==> src/lcig_pkg.sv <==
package lcig_pkg;
    // ==========================================================
    // Register map, byte addresses within the block
    // ==========================================================
    localparam logic [7:0] CELL_STRIDE = 8'h10;
    localparam logic [7:0] CTRL_OFS = 8'h00;
    localparam logic [7:0] SEL_OFS = 8'h04;
    localparam logic [7:0] GLS_OFS = 8'h08;
    localparam logic [7:0] STAT_OFS = 8'h20;
    localparam logic [7:0] CTRL1_ADDR = 8'h00;
    localparam logic [7:0] SEL1_ADDR = 8'h04;
    localparam logic [7:0] GLS1_ADDR = 8'h08;
    localparam logic [7:0] CTRL2_ADDR = 8'h10;
    localparam logic [7:0] SEL2_ADDR = 8'h14;
    localparam logic [7:0] GLS2_ADDR = 8'h18;

    // ==========================================================
    // Field positions, writable masks and reset values
    // ==========================================================
    localparam int CTRL_EN_BIT = 15;
    localparam int CTRL_POL_LSB = 16;
    localparam int CTRL_OUT_BIT = 6;
    localparam int SEL_ONE_LSB = 0;
    localparam int SEL_TWO_LSB = 4;
    localparam int SEL_THREE_LSB = 8;
    localparam int GATE_BYTE_W = 8;
    localparam logic [31:0] CTRL_MASK = 32'h000F_8000;
    localparam logic [31:0] SEL_MASK = 32'h0000_7777;
    localparam logic [31:0] GLS_MASK = 32'hFFFF_FFFF;
    localparam logic [31:0] CTRL_RESET = 32'h0000_0000;
    localparam logic [31:0] SEL_RESET = 32'h0000_0000;
    localparam logic [31:0] GLS_RESET = 32'h0000_0000;
    localparam logic [1:0] TRANS_NONSEQ = 2'h2;

    // ==========================================================
    // Selector codes
    // ==========================================================
    localparam logic [2:0] CODE_0 = 3'h0;
    localparam logic [2:0] CODE_1 = 3'h1;
    localparam logic [2:0] CODE_2 = 3'h2;
    localparam logic [2:0] CODE_3 = 3'h3;
    localparam logic [2:0] CODE_4 = 3'h4;
    localparam logic [2:0] CODE_5 = 3'h5;
    localparam logic [2:0] CODE_6 = 3'h6;
    localparam logic [2:0] CODE_7 = 3'h7;

    // ==========================================================
    // Source carriers
    // ==========================================================
    // Pins, comparators and foreign clocks: synchronised inside
    typedef struct packed {
        logic [1:0] cell_input_pin_a;
        logic [1:0] cell_input_pin_b;
        logic reference_clock_output;
        logic low_power_rc_clock;
        logic secondary_oscillator_clock;
        logic comparator_one;
        logic comparator_two;
        logic uart_two_rx;
    } lcig_async_t;

    // Peripheral signals already on hclk
    typedef struct packed {
        logic multi_ccp_event;
        logic multi_ccp_output_a;
        logic multi_ccp_output_b;
        logic multi_ccp_output_c;
        logic single_ccp_two_event;
        logic single_ccp_two_output;
        logic single_ccp_three_event;
        logic adc_end_of_conversion;
        logic uart_one_tx;
        logic uart_two_tx;
        logic spi_two_sdo;
    } lcig_event_t;

    localparam int ASYNC_W = $bits(lcig_async_t);
endpackage : lcig_pkg

==> src/lcig_top.sv <==
`timescale 1ns/100ps
//
// Operation
// - Cell two selector three picks ccp3 event, ccp2 event, ccp2 output, UART2 RX, SPI2 SDO, comparator 2, own output or pin A by code 7 down to 0.
// - Cell one selector two in bits 6-4 picks ccp1 event, EOC, UART1 TX, comparator 1, cell two output or pin B, with 7 and 5 reserved.
// - Cell two selector two picks the same set with UART2 TX and cell one output.
// - Selector one in bits 2-0 picks ccp1 outputs C/B/A, reference clock, low-power RC clock, secondary oscillator clock, system clock or pin A.
// - Gate four enables sit in bits 31-24, source four true down to source one inverted.
// - Gate three enables sit in bits 23-16 in the same order.
// - Gate two enables sit in bits 15-8 in the same order.
// - Gate one enables sit in bits 7-0 in the same order.
// - A set true enable feeds the source uninverted into its gate.
// - A set inverted enable feeds the complemented source into its gate.
// - A cleared enable keeps that form out, and all enable bits are independent and writable.
// - A set gate polarity bit in control bits 19-16 inverts that gate output.
// - With control bit 15 clear the cell drives zero on its outputs.
module lcig_top (
    input wire logic hclk,
    input wire logic hresetn,
    input wire logic hsel,
    input wire logic [31:0] haddr,
    input wire logic [1:0] htrans,
    input wire logic hwrite,
    input wire logic [2:0] hsize,
    input wire logic [31:0] hwdata,
    input wire logic hready,
    output logic hreadyout,
    output logic [31:0] hrdata,
    output logic hresp,
    input wire lcig_pkg::lcig_async_t src_async,
    input wire lcig_pkg::lcig_event_t src_event,
    output logic [7:0] gate_out,
    output logic [1:0] cell_out
);
    import lcig_pkg::*;

    // ==========================================================
    // Selector functions
    // ==========================================================
    function automatic logic sel_one(
        input logic [2:0] code,
        input logic pin_a,
        input logic fsys,
        input lcig_async_t a,
        input lcig_event_t e
    );
        logic r;
        r = 1'b0;
        unique case (code)
            CODE_7: r = e.multi_ccp_output_c;
            CODE_6: r = e.multi_ccp_output_b;
            CODE_5: r = e.multi_ccp_output_a;
            CODE_4: r = a.reference_clock_output;
            CODE_3: r = a.low_power_rc_clock;
            CODE_2: r = a.secondary_oscillator_clock;
            CODE_1: r = fsys;
            CODE_0: r = pin_a;
        endcase
        return r;
    endfunction : sel_one

    function automatic logic sel_two(
        input logic [2:0] code,
        input logic pin_b,
        input logic uart_tx,
        input logic other_cell,
        input lcig_async_t a,
        input lcig_event_t e
    );
        logic r;
        r = 1'b0;
        unique case (code)
            CODE_7: r = 1'b0; // Reserved
            CODE_6: r = e.multi_ccp_event;
            CODE_5: r = 1'b0; // Reserved
            CODE_4: r = e.adc_end_of_conversion;
            CODE_3: r = uart_tx;
            CODE_2: r = a.comparator_one;
            CODE_1: r = other_cell;
            CODE_0: r = pin_b;
        endcase
        return r;
    endfunction : sel_two

    // ==========================================================
    // Input synchroniser
    // ==========================================================
    logic [ASYNC_W-1:0] async_meta;
    logic [ASYNC_W-1:0] async_sync;
    lcig_async_t a_s;

    always_ff @(posedge hclk or negedge hresetn) begin
        if (!hresetn) begin
            async_meta <= '0;
            async_sync <= '0;
        end else begin
            async_meta <= src_async;
            async_sync <= async_meta;
        end
    end
    assign a_s = async_sync;

    // System clock as data: a half-rate toggle
    logic fsys_tog;
    always_ff @(posedge hclk or negedge hresetn) begin
        if (!hresetn) begin
            fsys_tog <= 1'b0;
        end else begin
            fsys_tog <= ~fsys_tog;
        end
    end

    // ==========================================================
    // AHB-Lite slave
    // ==========================================================
    logic [31:0] ctrl [2];
    logic [31:0] sel [2];
    logic [31:0] gls [2];
    logic [31:0] next_ctrl [2];
    logic [31:0] next_sel [2];
    logic [31:0] next_gls [2];
    logic wr_pend;
    logic [7:0] wr_addr;
    logic addr_ok;
    logic [31:0] rd_val;

    assign addr_ok = hsel & hready & (htrans == TRANS_NONSEQ);

    always_ff @(posedge hclk or negedge hresetn) begin
        if (!hresetn) begin
            wr_pend <= 1'b0;
            wr_addr <= 8'h00;
        end else begin
            wr_pend <= addr_ok & hwrite;
            wr_addr <= haddr[7:0];
        end
    end

    // Write lands at the end of the data phase
    always_comb begin
        for (int c = 0; c < 2; c++) begin
            next_ctrl[c] = ctrl[c];
            next_sel[c] = sel[c];
            next_gls[c] = gls[c];
            if (wr_pend && wr_addr[7:5] == 3'h0
                    && wr_addr[4] == c[0]) begin
                unique case (wr_addr[3:0])
                    CTRL_OFS[3:0]: next_ctrl[c] = hwdata & CTRL_MASK;
                    SEL_OFS[3:0]: next_sel[c] = hwdata & SEL_MASK;
                    GLS_OFS[3:0]: next_gls[c] = hwdata & GLS_MASK;
                    default: ;
                endcase
            end
        end
    end

    always_ff @(posedge hclk or negedge hresetn) begin
        if (!hresetn) begin
            for (int c = 0; c < 2; c++) begin
                ctrl[c] <= CTRL_RESET;
                sel[c] <= SEL_RESET;
                gls[c] <= GLS_RESET;
            end
        end else begin
            for (int c = 0; c < 2; c++) begin
                ctrl[c] <= next_ctrl[c];
                sel[c] <= next_sel[c];
                gls[c] <= next_gls[c];
            end
        end
    end

    // Read mux sees a write completing in the same edge
    always_comb begin
        rd_val = 32'h0000_0000;
        unique case (haddr[7:0])
            CTRL1_ADDR: rd_val = next_ctrl[0] | ({31'h0, cell_out[0]}
                << CTRL_OUT_BIT);
            SEL1_ADDR: rd_val = next_sel[0];
            GLS1_ADDR: rd_val = next_gls[0];
            CTRL2_ADDR: rd_val = next_ctrl[1] | ({31'h0, cell_out[1]}
                << CTRL_OUT_BIT);
            SEL2_ADDR: rd_val = next_sel[1];
            GLS2_ADDR: rd_val = next_gls[1];
            STAT_OFS: rd_val = {22'h0, cell_out, gate_out};
            default: rd_val = 32'h0000_0000;
        endcase
    end

    always_ff @(posedge hclk or negedge hresetn) begin
        if (!hresetn) begin
            hrdata <= 32'h0000_0000;
            hreadyout <= 1'b1;
            hresp <= 1'b0;
        end else begin
            if (addr_ok && !hwrite) begin
                hrdata <= rd_val;
            end
            hreadyout <= 1'b1;
            hresp <= 1'b0;
        end
    end

    // ==========================================================
    // Data selection
    // ==========================================================
    logic [3:0] data_c1;
    logic [3:0] data_c2;
    logic [2:0] s3;

    always_comb begin
        data_c1[0] = sel_one(sel[0][SEL_ONE_LSB +: 3],
            a_s.cell_input_pin_a[0], fsys_tog, a_s, src_event);
        data_c2[0] = sel_one(sel[1][SEL_ONE_LSB +: 3],
            a_s.cell_input_pin_a[1], fsys_tog, a_s, src_event);
        data_c1[1] = sel_two(sel[0][SEL_TWO_LSB +: 3],
            a_s.cell_input_pin_b[0], src_event.uart_one_tx,
            cell_out[1], a_s, src_event);
        data_c2[1] = sel_two(sel[1][SEL_TWO_LSB +: 3],
            a_s.cell_input_pin_b[1], src_event.uart_two_tx,
            cell_out[0], a_s, src_event);
        // Cell one selector three and both selector fours are absent
        data_c1[2] = 1'b0;
        data_c1[3] = 1'b0;
        data_c2[3] = 1'b0;
        s3 = sel[1][SEL_THREE_LSB +: 3];
        unique case (s3)
            CODE_7: data_c2[2] = src_event.single_ccp_three_event;
            CODE_6: data_c2[2] = src_event.single_ccp_two_event;
            CODE_5: data_c2[2] = src_event.single_ccp_two_output;
            CODE_4: data_c2[2] = a_s.uart_two_rx;
            CODE_3: data_c2[2] = src_event.spi_two_sdo;
            CODE_2: data_c2[2] = a_s.comparator_two;
            CODE_1: data_c2[2] = cell_out[1];
            CODE_0: data_c2[2] = a_s.cell_input_pin_a[1];
        endcase
    end

    // ==========================================================
    // Gating and outputs
    // ==========================================================
    logic [3:0] gate_c1;
    logic [3:0] gate_c2;

    lcig_gate u_gate_c1 (
        .data(data_c1),
        .enables(gls[0]),
        .invert(ctrl[0][CTRL_POL_LSB +: 4]),
        .enable(ctrl[0][CTRL_EN_BIT]),
        .gate(gate_c1)
    );

    lcig_gate u_gate_c2 (
        .data(data_c2),
        .enables(gls[1]),
        .invert(ctrl[1][CTRL_POL_LSB +: 4]),
        .enable(ctrl[1][CTRL_EN_BIT]),
        .gate(gate_c2)
    );

    // Cell output: OR of gates, a stand-in for the cell logic modes
    always_ff @(posedge hclk or negedge hresetn) begin
        if (!hresetn) begin
            gate_out <= 8'h00;
            cell_out <= 2'h0;
        end else begin
            gate_out <= {gate_c2, gate_c1};
            cell_out <= {|gate_c2, |gate_c1};
        end
    end
endmodule : lcig_top

==> src/lcig_gate.sv <==
`timescale 1ns/100ps
module lcig_gate (
    input wire logic [3:0] data,
    input wire logic [31:0] enables,
    input wire logic [3:0] invert,
    input wire logic enable,
    output logic [3:0] gate
);
    import lcig_pkg::*;

    // ==========================================================
    // Gate matrix: per gate, OR of enabled true and inverted forms
    // ==========================================================
    always_comb begin
        logic acc;
        acc = 1'b0;
        gate = 4'h0;
        for (int g = 0; g < 4; g++) begin
            acc = 1'b0;
            for (int y = 0; y < 4; y++) begin
                // True form sits above inverted form
                acc = acc | (enables[g*GATE_BYTE_W + 2*y + 1] & data[y]);
                acc = acc | (enables[g*GATE_BYTE_W + 2*y] & ~data[y]);
            end
            // Cleared bits add nothing, so no bits gives the gate polarity bit, zero when it is clear
            gate[g] = enable & (acc ^ invert[g]);
        end
    end
endmodule : lcig_gate

==> config.mk <==
export PLATFORM = sky130hd
export DESIGN_NAME = lcig_top
export DESIGN_NICKNAME = d
export VERILOG_FILES = /design/src/lcig_pkg.sv /design/src/lcig_top.sv /design/src/lcig_gate.sv
export SDC_FILE = /design/constraint.sdc
export NUM_CORES = 1
export LEC_CHECK = 0
export ABC_AREA = 1
export BUFFER_PORTS_ARGS = -buffer_cell sky130_fd_sc_hd__buf_2
export CAP_MARGIN = 0
export CELL_PAD_IN_SITES_DETAIL_PLACEMENT = 1
export CELL_PAD_IN_SITES_GLOBAL_PLACEMENT = 1
export CORE_AREA = 3 3 176 178
export DETAILED_ROUTE_END_ITERATION = 8
export DIE_AREA = 0 0 179 181
export MAX_ROUTING_LAYER = met4
export PLACE_DENSITY_LB_ADDON = 0.1
export SLEW_MARGIN = 20
export SYNTH_ARGS = -nofsm -noshare
export SYNTH_HDL_FRONTEND = slang
export SYNTH_SLANG_ARGS = --single-unit
==> constraint.sdc <==
create_clock -name hclk -period 1.8 [get_ports hclk]
set_clock_uncertainty 0.1 [all_clocks]
set_input_delay 0 -clock hclk [delete_from_list [all_inputs] [get_ports hclk]]
set_output_delay 0 -clock hclk [all_outputs]
set_load 0.01 [all_outputs]
## After elaboration in Yosys (flattened, before gate mapping)

Index checks and enable logic that the tools add are counted.
W data, S select, Z words.

| word-level totals | value |
|---|---|
| memories | 0 |
| flip-flop bits (word level) | 264 |
| memory bits (writable) | 0 |
| word-level logic and storage cells | 205 |
| ROM bits | 0 |
| latch bits | 0 |

| cells by class | value |
|---|---|
| order comparisons | 0 |
| equal/unequal tests | 44 |
| mux-type cells | 18 |
| add/sub/neg operators | 0 |
| reductions and logical operators | 17 |
| bitwise logic cells | 112 |
| divide/modulo/power cells | 0 |
| shift-type cells | 0 |
| $mul | 0 |

Operator list:

| cell | count |
|---|---|
| $mux W32 | 12 |
| $pmux W32 S7 | 1 |
| $or A32 B7 Y32 | 2 |
| $eq A3 B3 Y1 const B | 20 |
| $and A1 B1 Y1 | 51 |
| $or A1 B1 Y1 | 44 |
| $eq A3 B2 Y1 const B | 10 |
| $eq A8 B5 Y1 const B | 3 |
| $pmux W1 S8 | 3 |
| $logic_not A3 Y1 | 6 |
| $eq A3 B1 Y1 const B | 5 |
| $pmux W1 S7 | 2 |
| $eq A8 B3 Y1 const B | 1 |
| $eq A8 B4 Y1 const B | 1 |
| $eq A8 B6 Y1 const B | 1 |
| $logic_not A8 Y1 | 1 |
| $reduce_or A4 Y1 | 2 |
| $xor A1 B1 Y1 | 8 |
| $not A1 Y1 | 7 |
| $eq A4 B3 Y1 const B | 1 |
| $eq A4 B4 Y1 const B | 1 |
| $logic_and A1 B1 Y1 | 4 |
| $logic_not A4 Y1 | 1 |
| $reduce_or A2 Y1 | 2 |
| other kinds (2) | 2 |

## Depth between registers and ports, before layout

| logic depth | value |
|---|---|
| depth after elaboration | 13 |
| mapped depth | 15 |
| gate-level depth less buffers | 15 |

## By module

From an unflattened synthesis, not the netlist that was laid out.

| unflattened totals | value |
|---|---|
| cell total of the unflattened synthesis | 1,724 |
| area, all modules | 13,061.3 um^2 |

By module, submodules not included:

| module | area an instance (um^2) | cells each | times used |
|---|---|---|---|
| lcig_top | 12,400.6 | 1,564 | 1 |
| lcig_gate | 330.3 | 80 | 2 |

## Worst setup path after synthesis

Ideal clock, no wire load.

| timing | value |
|---|---|
| kind | flip-flop to flip-flop |
| start point | register wr_addr[7] |
| end point | register hrdata[12] |
| period minus slack after synthesis | 1,707 ps |
| data arrival time | 1,491 ps |
| stages on the path, launching flop included | 13 |
| setup time | 116 ps |
| slack | 93 ps |
| path buffers | 2 |
| path through | dfrtp_1 nor2_1 nand2_2 nor2_4 buf_6 nand2_4 inv_4 buf_6 nor3_1 a211oi_1 nand2_1 nand2_1 nand2_1 |

| between the ends | value |
|---|---|
| longest elaborated chain between the ends | 6 |
| elaborated cells on any way between the ends | 13 |
| those cells by class | mux: 7; bitwise: 2; reduce/logical: 4 |

Ends and longest elaborated chain:

| item | line | source |
|---|---|---|
| from (decl) | lcig_top.sv:123 | `logic [7:0] wr_addr;` |
| from (signal assigned) | lcig_top.sv:135 | `wr_addr <= haddr[7:0];` |
| $logic_not A3 Y1 (*) | lcig_top.sv:145 | `if (wr_pend && wr_addr[7:5] == 3'h0` |
| $logic_and A1 B1 Y1 (*) | lcig_top.sv:145 |  |
| $logic_and A1 B1 Y1 | lcig_top.sv:146 | `&& wr_addr[4] == c[0]) begin` |
| $mux W32 | lcig_top.sv:145 |  |
| $or A32 B7 Y32 (on tied branches) | lcig_top.sv:181, lcig_top.sv:177 |  |
| $pmux W32 S7 (*) | lcig_top.sv:176 | `unique case (haddr[7:0])` |
| to (signal assigned) | lcig_top.sv:197 | `hrdata <= rd_val;` |
| to (decl) | lcig_top.sv:28 | `output logic [31:0] hrdata,` |

Every way passes the cells marked *; elsewhere a longest branch is shown, timed or not.
A chain may end at the register's enable or synchronous reset.

## Worst setup path after layout

| timing | value |
|---|---|
| start point | register fsys_tog |
| end point | register cell_out[0] |

| between the ends | value |
|---|---|
| longest elaborated chain between the ends | 11 |
| elaborated cells on any way between the ends | 39 |
| those cells by class | mux: 1; bitwise: 37; reduce/logical: 1 |

Ends and longest elaborated chain:

| item | line | source |
|---|---|---|
| from (decl) | lcig_top.sv:104 | `logic fsys_tog;` |
| from (signal assigned) | lcig_top.sv:109 | `fsys_tog <= ~fsys_tog;` |
| $pmux W1 S8 (*) | lcig_top.sv:49 | `unique case (code)` |
| $not A1 Y1 | lcig_gate.sv:23 | `acc = acc \| (enables[g*GATE_BYTE_W + 2*y] & ~data[y]);` |
| $and A1 B1 Y1 | lcig_gate.sv:23 |  |
| $or A1 B1 Y1 | lcig_gate.sv:23 |  |
| $or A1 B1 Y1 | lcig_gate.sv:22 | `acc = acc \| (enables[g*GATE_BYTE_W + 2*y + 1] & data[y]);` |
| $or A1 B1 Y1 (3 in a row) | lcig_gate.sv:23 |  |
| $xor A1 B1 Y1 | lcig_gate.sv:26 | `gate[g] = enable & (acc ^ invert[g]);` |
| $and A1 B1 Y1 | lcig_gate.sv:26 |  |
| $reduce_or A4 Y1 (*) | lcig_top.sv:268 | `cell_out <= {\|gate_c2, \|gate_c1};` |
| to (signal assigned) | lcig_top.sv:268 |  |
| to (decl) | lcig_top.sv:33 | `output logic [1:0] cell_out` |

Marked as above.

==> flow_summary.json <==
{
  "postRouteAntennaNets": 0,
  "worstPathCellList": "buf_4 -> nand2_1 -> nand3_1 -> nand3_1 -> nand2_2 -> buf_6 -> nand2_1 -> nand3_1 -> nor2_1 -> nand2_1 -> nand3_1 -> nand2_1 -> inv_1 -> nand2_1",
  "regArea_sq_um": 6610,
  "ios": 139,
  "vdd_drop_max_v": 0.000648,
  "finalSetupViolCount": 40,
  "via_count": 11400,
  "cts_buffer_depth": 3,
  "cts_tree": "yes",
  "gp_congestion": 0.875,
  "placementRows": 63,
  "cp_top_family": "simple AND/OR/NAND/NOR gates",
  "synth_area_leaders": "dfrtp_1 (57%), nand2_1 (14%), inv_1 (6.1%)",
  "ys.warnings.count": 0,
  "rsz0062_at_grt": "yes",
  "drt-total-wl_um": 48000,
  "post_dp_cell_area_sq_um": 14100,
  "grt_overflow": 0,
  "wl_per_cell_um": 21.9,
  "nNetsFinal": 1872,
  "end_kind": "flop",
  "fin_crit_sh_pct": 114,
  "drtPass1Iterations": 5,
  "cts_num_sinks": 264,
  "path_class": "reg2reg",
  "hold_violations": 0,
  "cap_violations": 0,
  "critPathArrivalTime_ns": 2.38,
  "met2_wirelength_um": 23700,
  "finalPower_mw": 13.0,
  "die_area_sq_um": 32400,
  "clk_latency_ns": 0.55,
  "synth_top_cell_by_area": "dfrtp_1",
  "grt_pass1_vias": 11900,
  "antenna_found_initial": 1,
  "crit_fanout": 4,
  "ys_ff_latch": 264,
  "design_area_sq_um": 17600,
  "fillCellCount": 3363,
  "drive_gt1_share_pct": 36.6,
  "finalCriticalPeriod_ns": 2.05,
  "crit_slowest_cell": "dfrtp_1",
  "ys.flop_type": "dfrtp_1",
  "cellLeakagePower_nw": 8.75,
  "power_frac_comb_pct": 5.5,
  "port_buffers": 109,
  "top_layer": "met4",
  "drc_errors": 0,
  "synthArstFlopShare_pct": 100,
  "hold_path_class": "in2reg",
  "violations": "negative setup slack",
  "cpMostUsedCell": "nand2_1",
  "max_stage_delay_ns": 0.38,
  "synth_cells": 1391,
  "dr_wl_met3_um": 2250,
  "drtIter0Drc": 785,
  "yosysTopAreaCellShare_pct": 57.3,
  "pwr-share-clk_pct": 48.2,
  "yosysSeqAreaShare_pct": 57.3,
  "status": "finished, violations left",
  "h-tree-depth": 1,
  "maxSlewViolCount": 0,
  "pwr-share-seq_pct": 46.3,
  "stdcell_count": 2191,
  "worstSetupStartpointType": "flop",
  "die_width_um": 179,
  "synth-edff-count": 0,
  "switching_share_pct": 23.1,
  "viasPerCell": 5.19,
  "grt_pass1_wl_um": 69300,
  "dpl.hpwl_um": 30700,
  "synthDistinctLibCells": 33,
  "syn2layout_area_growth_pct": 52.3,
  "syn_area_sq_um": 11500,
  "p_sw_mw": 3.01,
  "grtUsageTotal_pct": 28.6,
  "wl_met1_um": 20600,
  "max_freq_ghz": 0.488,
  "power.density_nw_per_um2": 741,
  "cts_root_buf": "clkbuf_16",
  "p_int_mw": 10.0,
  "path_buf_inv": 3,
  "required_ns": 2.13,
  "core_sq_um": 29600,
  "start_util_pct": 39.0,
  "dieHeight_um": 181,
  "grt_max_degree": 53,
  "place_inst": 2024,
  "postSynthAreaPerCell_sq_um": 8.29,
  "synth_nets": 1486,
  "clk_pin_slew_worst_paths_ns": 0.06,
  "setup_ws_ns": -0.251,
  "multi_input_area_sq_um": 4970,
  "cts_inserted_buffers": 30
}
## stage by stage
step           TNS [ns]  utilization (%)  setup WS, ns  hold slack, ns
2_1_floorplan         0                -        0.0925          -0.396
3_3_place_gp      -5.80             47.6        -0.377          -0.160
3_5_place_dp      -7.43             47.6        -0.439          -0.160
4_1_cts           -4.99             55.6        -0.183         0.00176
5_1_grt          -10.54             59.4        -0.364         0.00379
6_report          -6.42             59.4        -0.251          0.0191
## cell families (layout without fill, tap and decap cells)
logic type	after synthesis	after routing	share of synthesized area, %
AO/OA/AOI/OAI	149	149	7.94
buffers and inverters	250	659	9.20
flip-flops	264	264	57.3
other	2	3	0.0651
AND/OR/NAND/NOR	726	726	25.5
## cell usage in the layout (no fill, tap or decap), types with 32 or more instances in the layout
| cell type | synthesis | final |
|---|---|---|
| inv_1 | 188 | 172 |
| dlygate4sd3_1 | 0 | 66 |
| nand2_1 | 427 | 366 |
| nor2_1 | 179 | 130 |
| nand2_2 | 3 | 50 |
| buf_4 | 9 | 151 |
| buf_12 | 0 | 39 |
| nand3_1 | 91 | 60 |
| clkbuf_16 | 0 | 36 |
| buf_6 | 8 | 32 |
| buf_2 | 18 | 108 |
| dfrtp_1 | 264 | 262 |
| nor2_4 | 3 | 32 |
## worst register-to-register path, stage by stage (launching register included)
cell     delay, ns
dfrtp_1       0.38
buf_4         0.14
nand2_1       0.05
nand3_1       0.09
nand3_1       0.10
nand2_2       0.11
buf_6         0.16
nand2_1       0.07
nand3_1       0.12
nor2_1        0.15
nand2_1       0.09
nand3_1       0.17
nand2_1       0.08
inv_1         0.05
nand2_1       0.06
## registers in the layout (all words and copies together), names as in the netlist
signal	count
wr_addr	8
ctrl	64
sel	61
gls	64
wr_pend	1
hrdata	32
cell_out	2
a_s	10
gate_out	8
s3	3
fsys_tog	1
async_meta	10
## cell usage after synthesis (6+ instances only)
library cell / n
dfrtp_1: 264
inv_1: 188
buf_2: 18
nand4_1: 10
inv_2: 6
o22ai_1: 18
o21ai_0: 27
o21ai_1: 37
buf_4: 9
nand2_1: 427
o211ai_1: 9
clkbuf_1: 17
a21oi_2: 18
a21oi_1: 17
a22oi_1: 21
nor2_1: 179
nand3_1: 91
buf_6: 8
## layer usage
metal,global-route usage [%],up-vias
met5,-,-
met3,3.36,100
met2,46.5,326
met4,6.17,0
li1,-,5100
met1,38.9,5851
## power groups by stage
stage               combinational, mW  clock [mW]  sequential [mW]
global placement                0.522           0             6.13
detailed placement              0.532           0             6.13
global route                    0.780        6.63             6.03
CTS                             0.664        6.33             6.03
floorplan                       0.140           0             6.13
finish                          0.717        6.27             6.03
## what timing repair did
action | 4_1_cts | 5_1_grt
endpoints found under the setup margin | 44 | 74
resized for setup | 134 | 235
hold buffers | 66 | 0
hold endpoints to repair | 411 | 0
pin swaps | 66 | 143
buffers inserted | 21 | 23
cloned | 2 | 6
## area by class of cell
class / count / share of cell area [%]
diodes: 1 / 0.0142
flip-flops and latches: 264 / 37.6
repair buffers: 406 / 21.0
clock buffers: 45 / 5.34
multi-input cells: 877 / 28.3
clock inverters: 10 / 0.456
inverters: 198 / 4.48
well taps: 390 / 2.78
## path summary, 6_finish.rpt
path                                    start             to  slack, ns  depth (start not counted)
worst min-delay path             src_async[2]  async_meta[2]       0.02                          2
min in group asynchronous             hresetn      hrdata[1]       0.39                          3
worst max register to register       fsys_tog    cell_out[0]      -0.25                         14
worst max-delay path                 fsys_tog    cell_out[0]      -0.25                         14
max in group asynchronous             hresetn       ctrl[52]       0.40                          5
worst min register to register  async_meta[4]         a_s[4]       0.25                          0
Power figures use the tool's default switching activity.
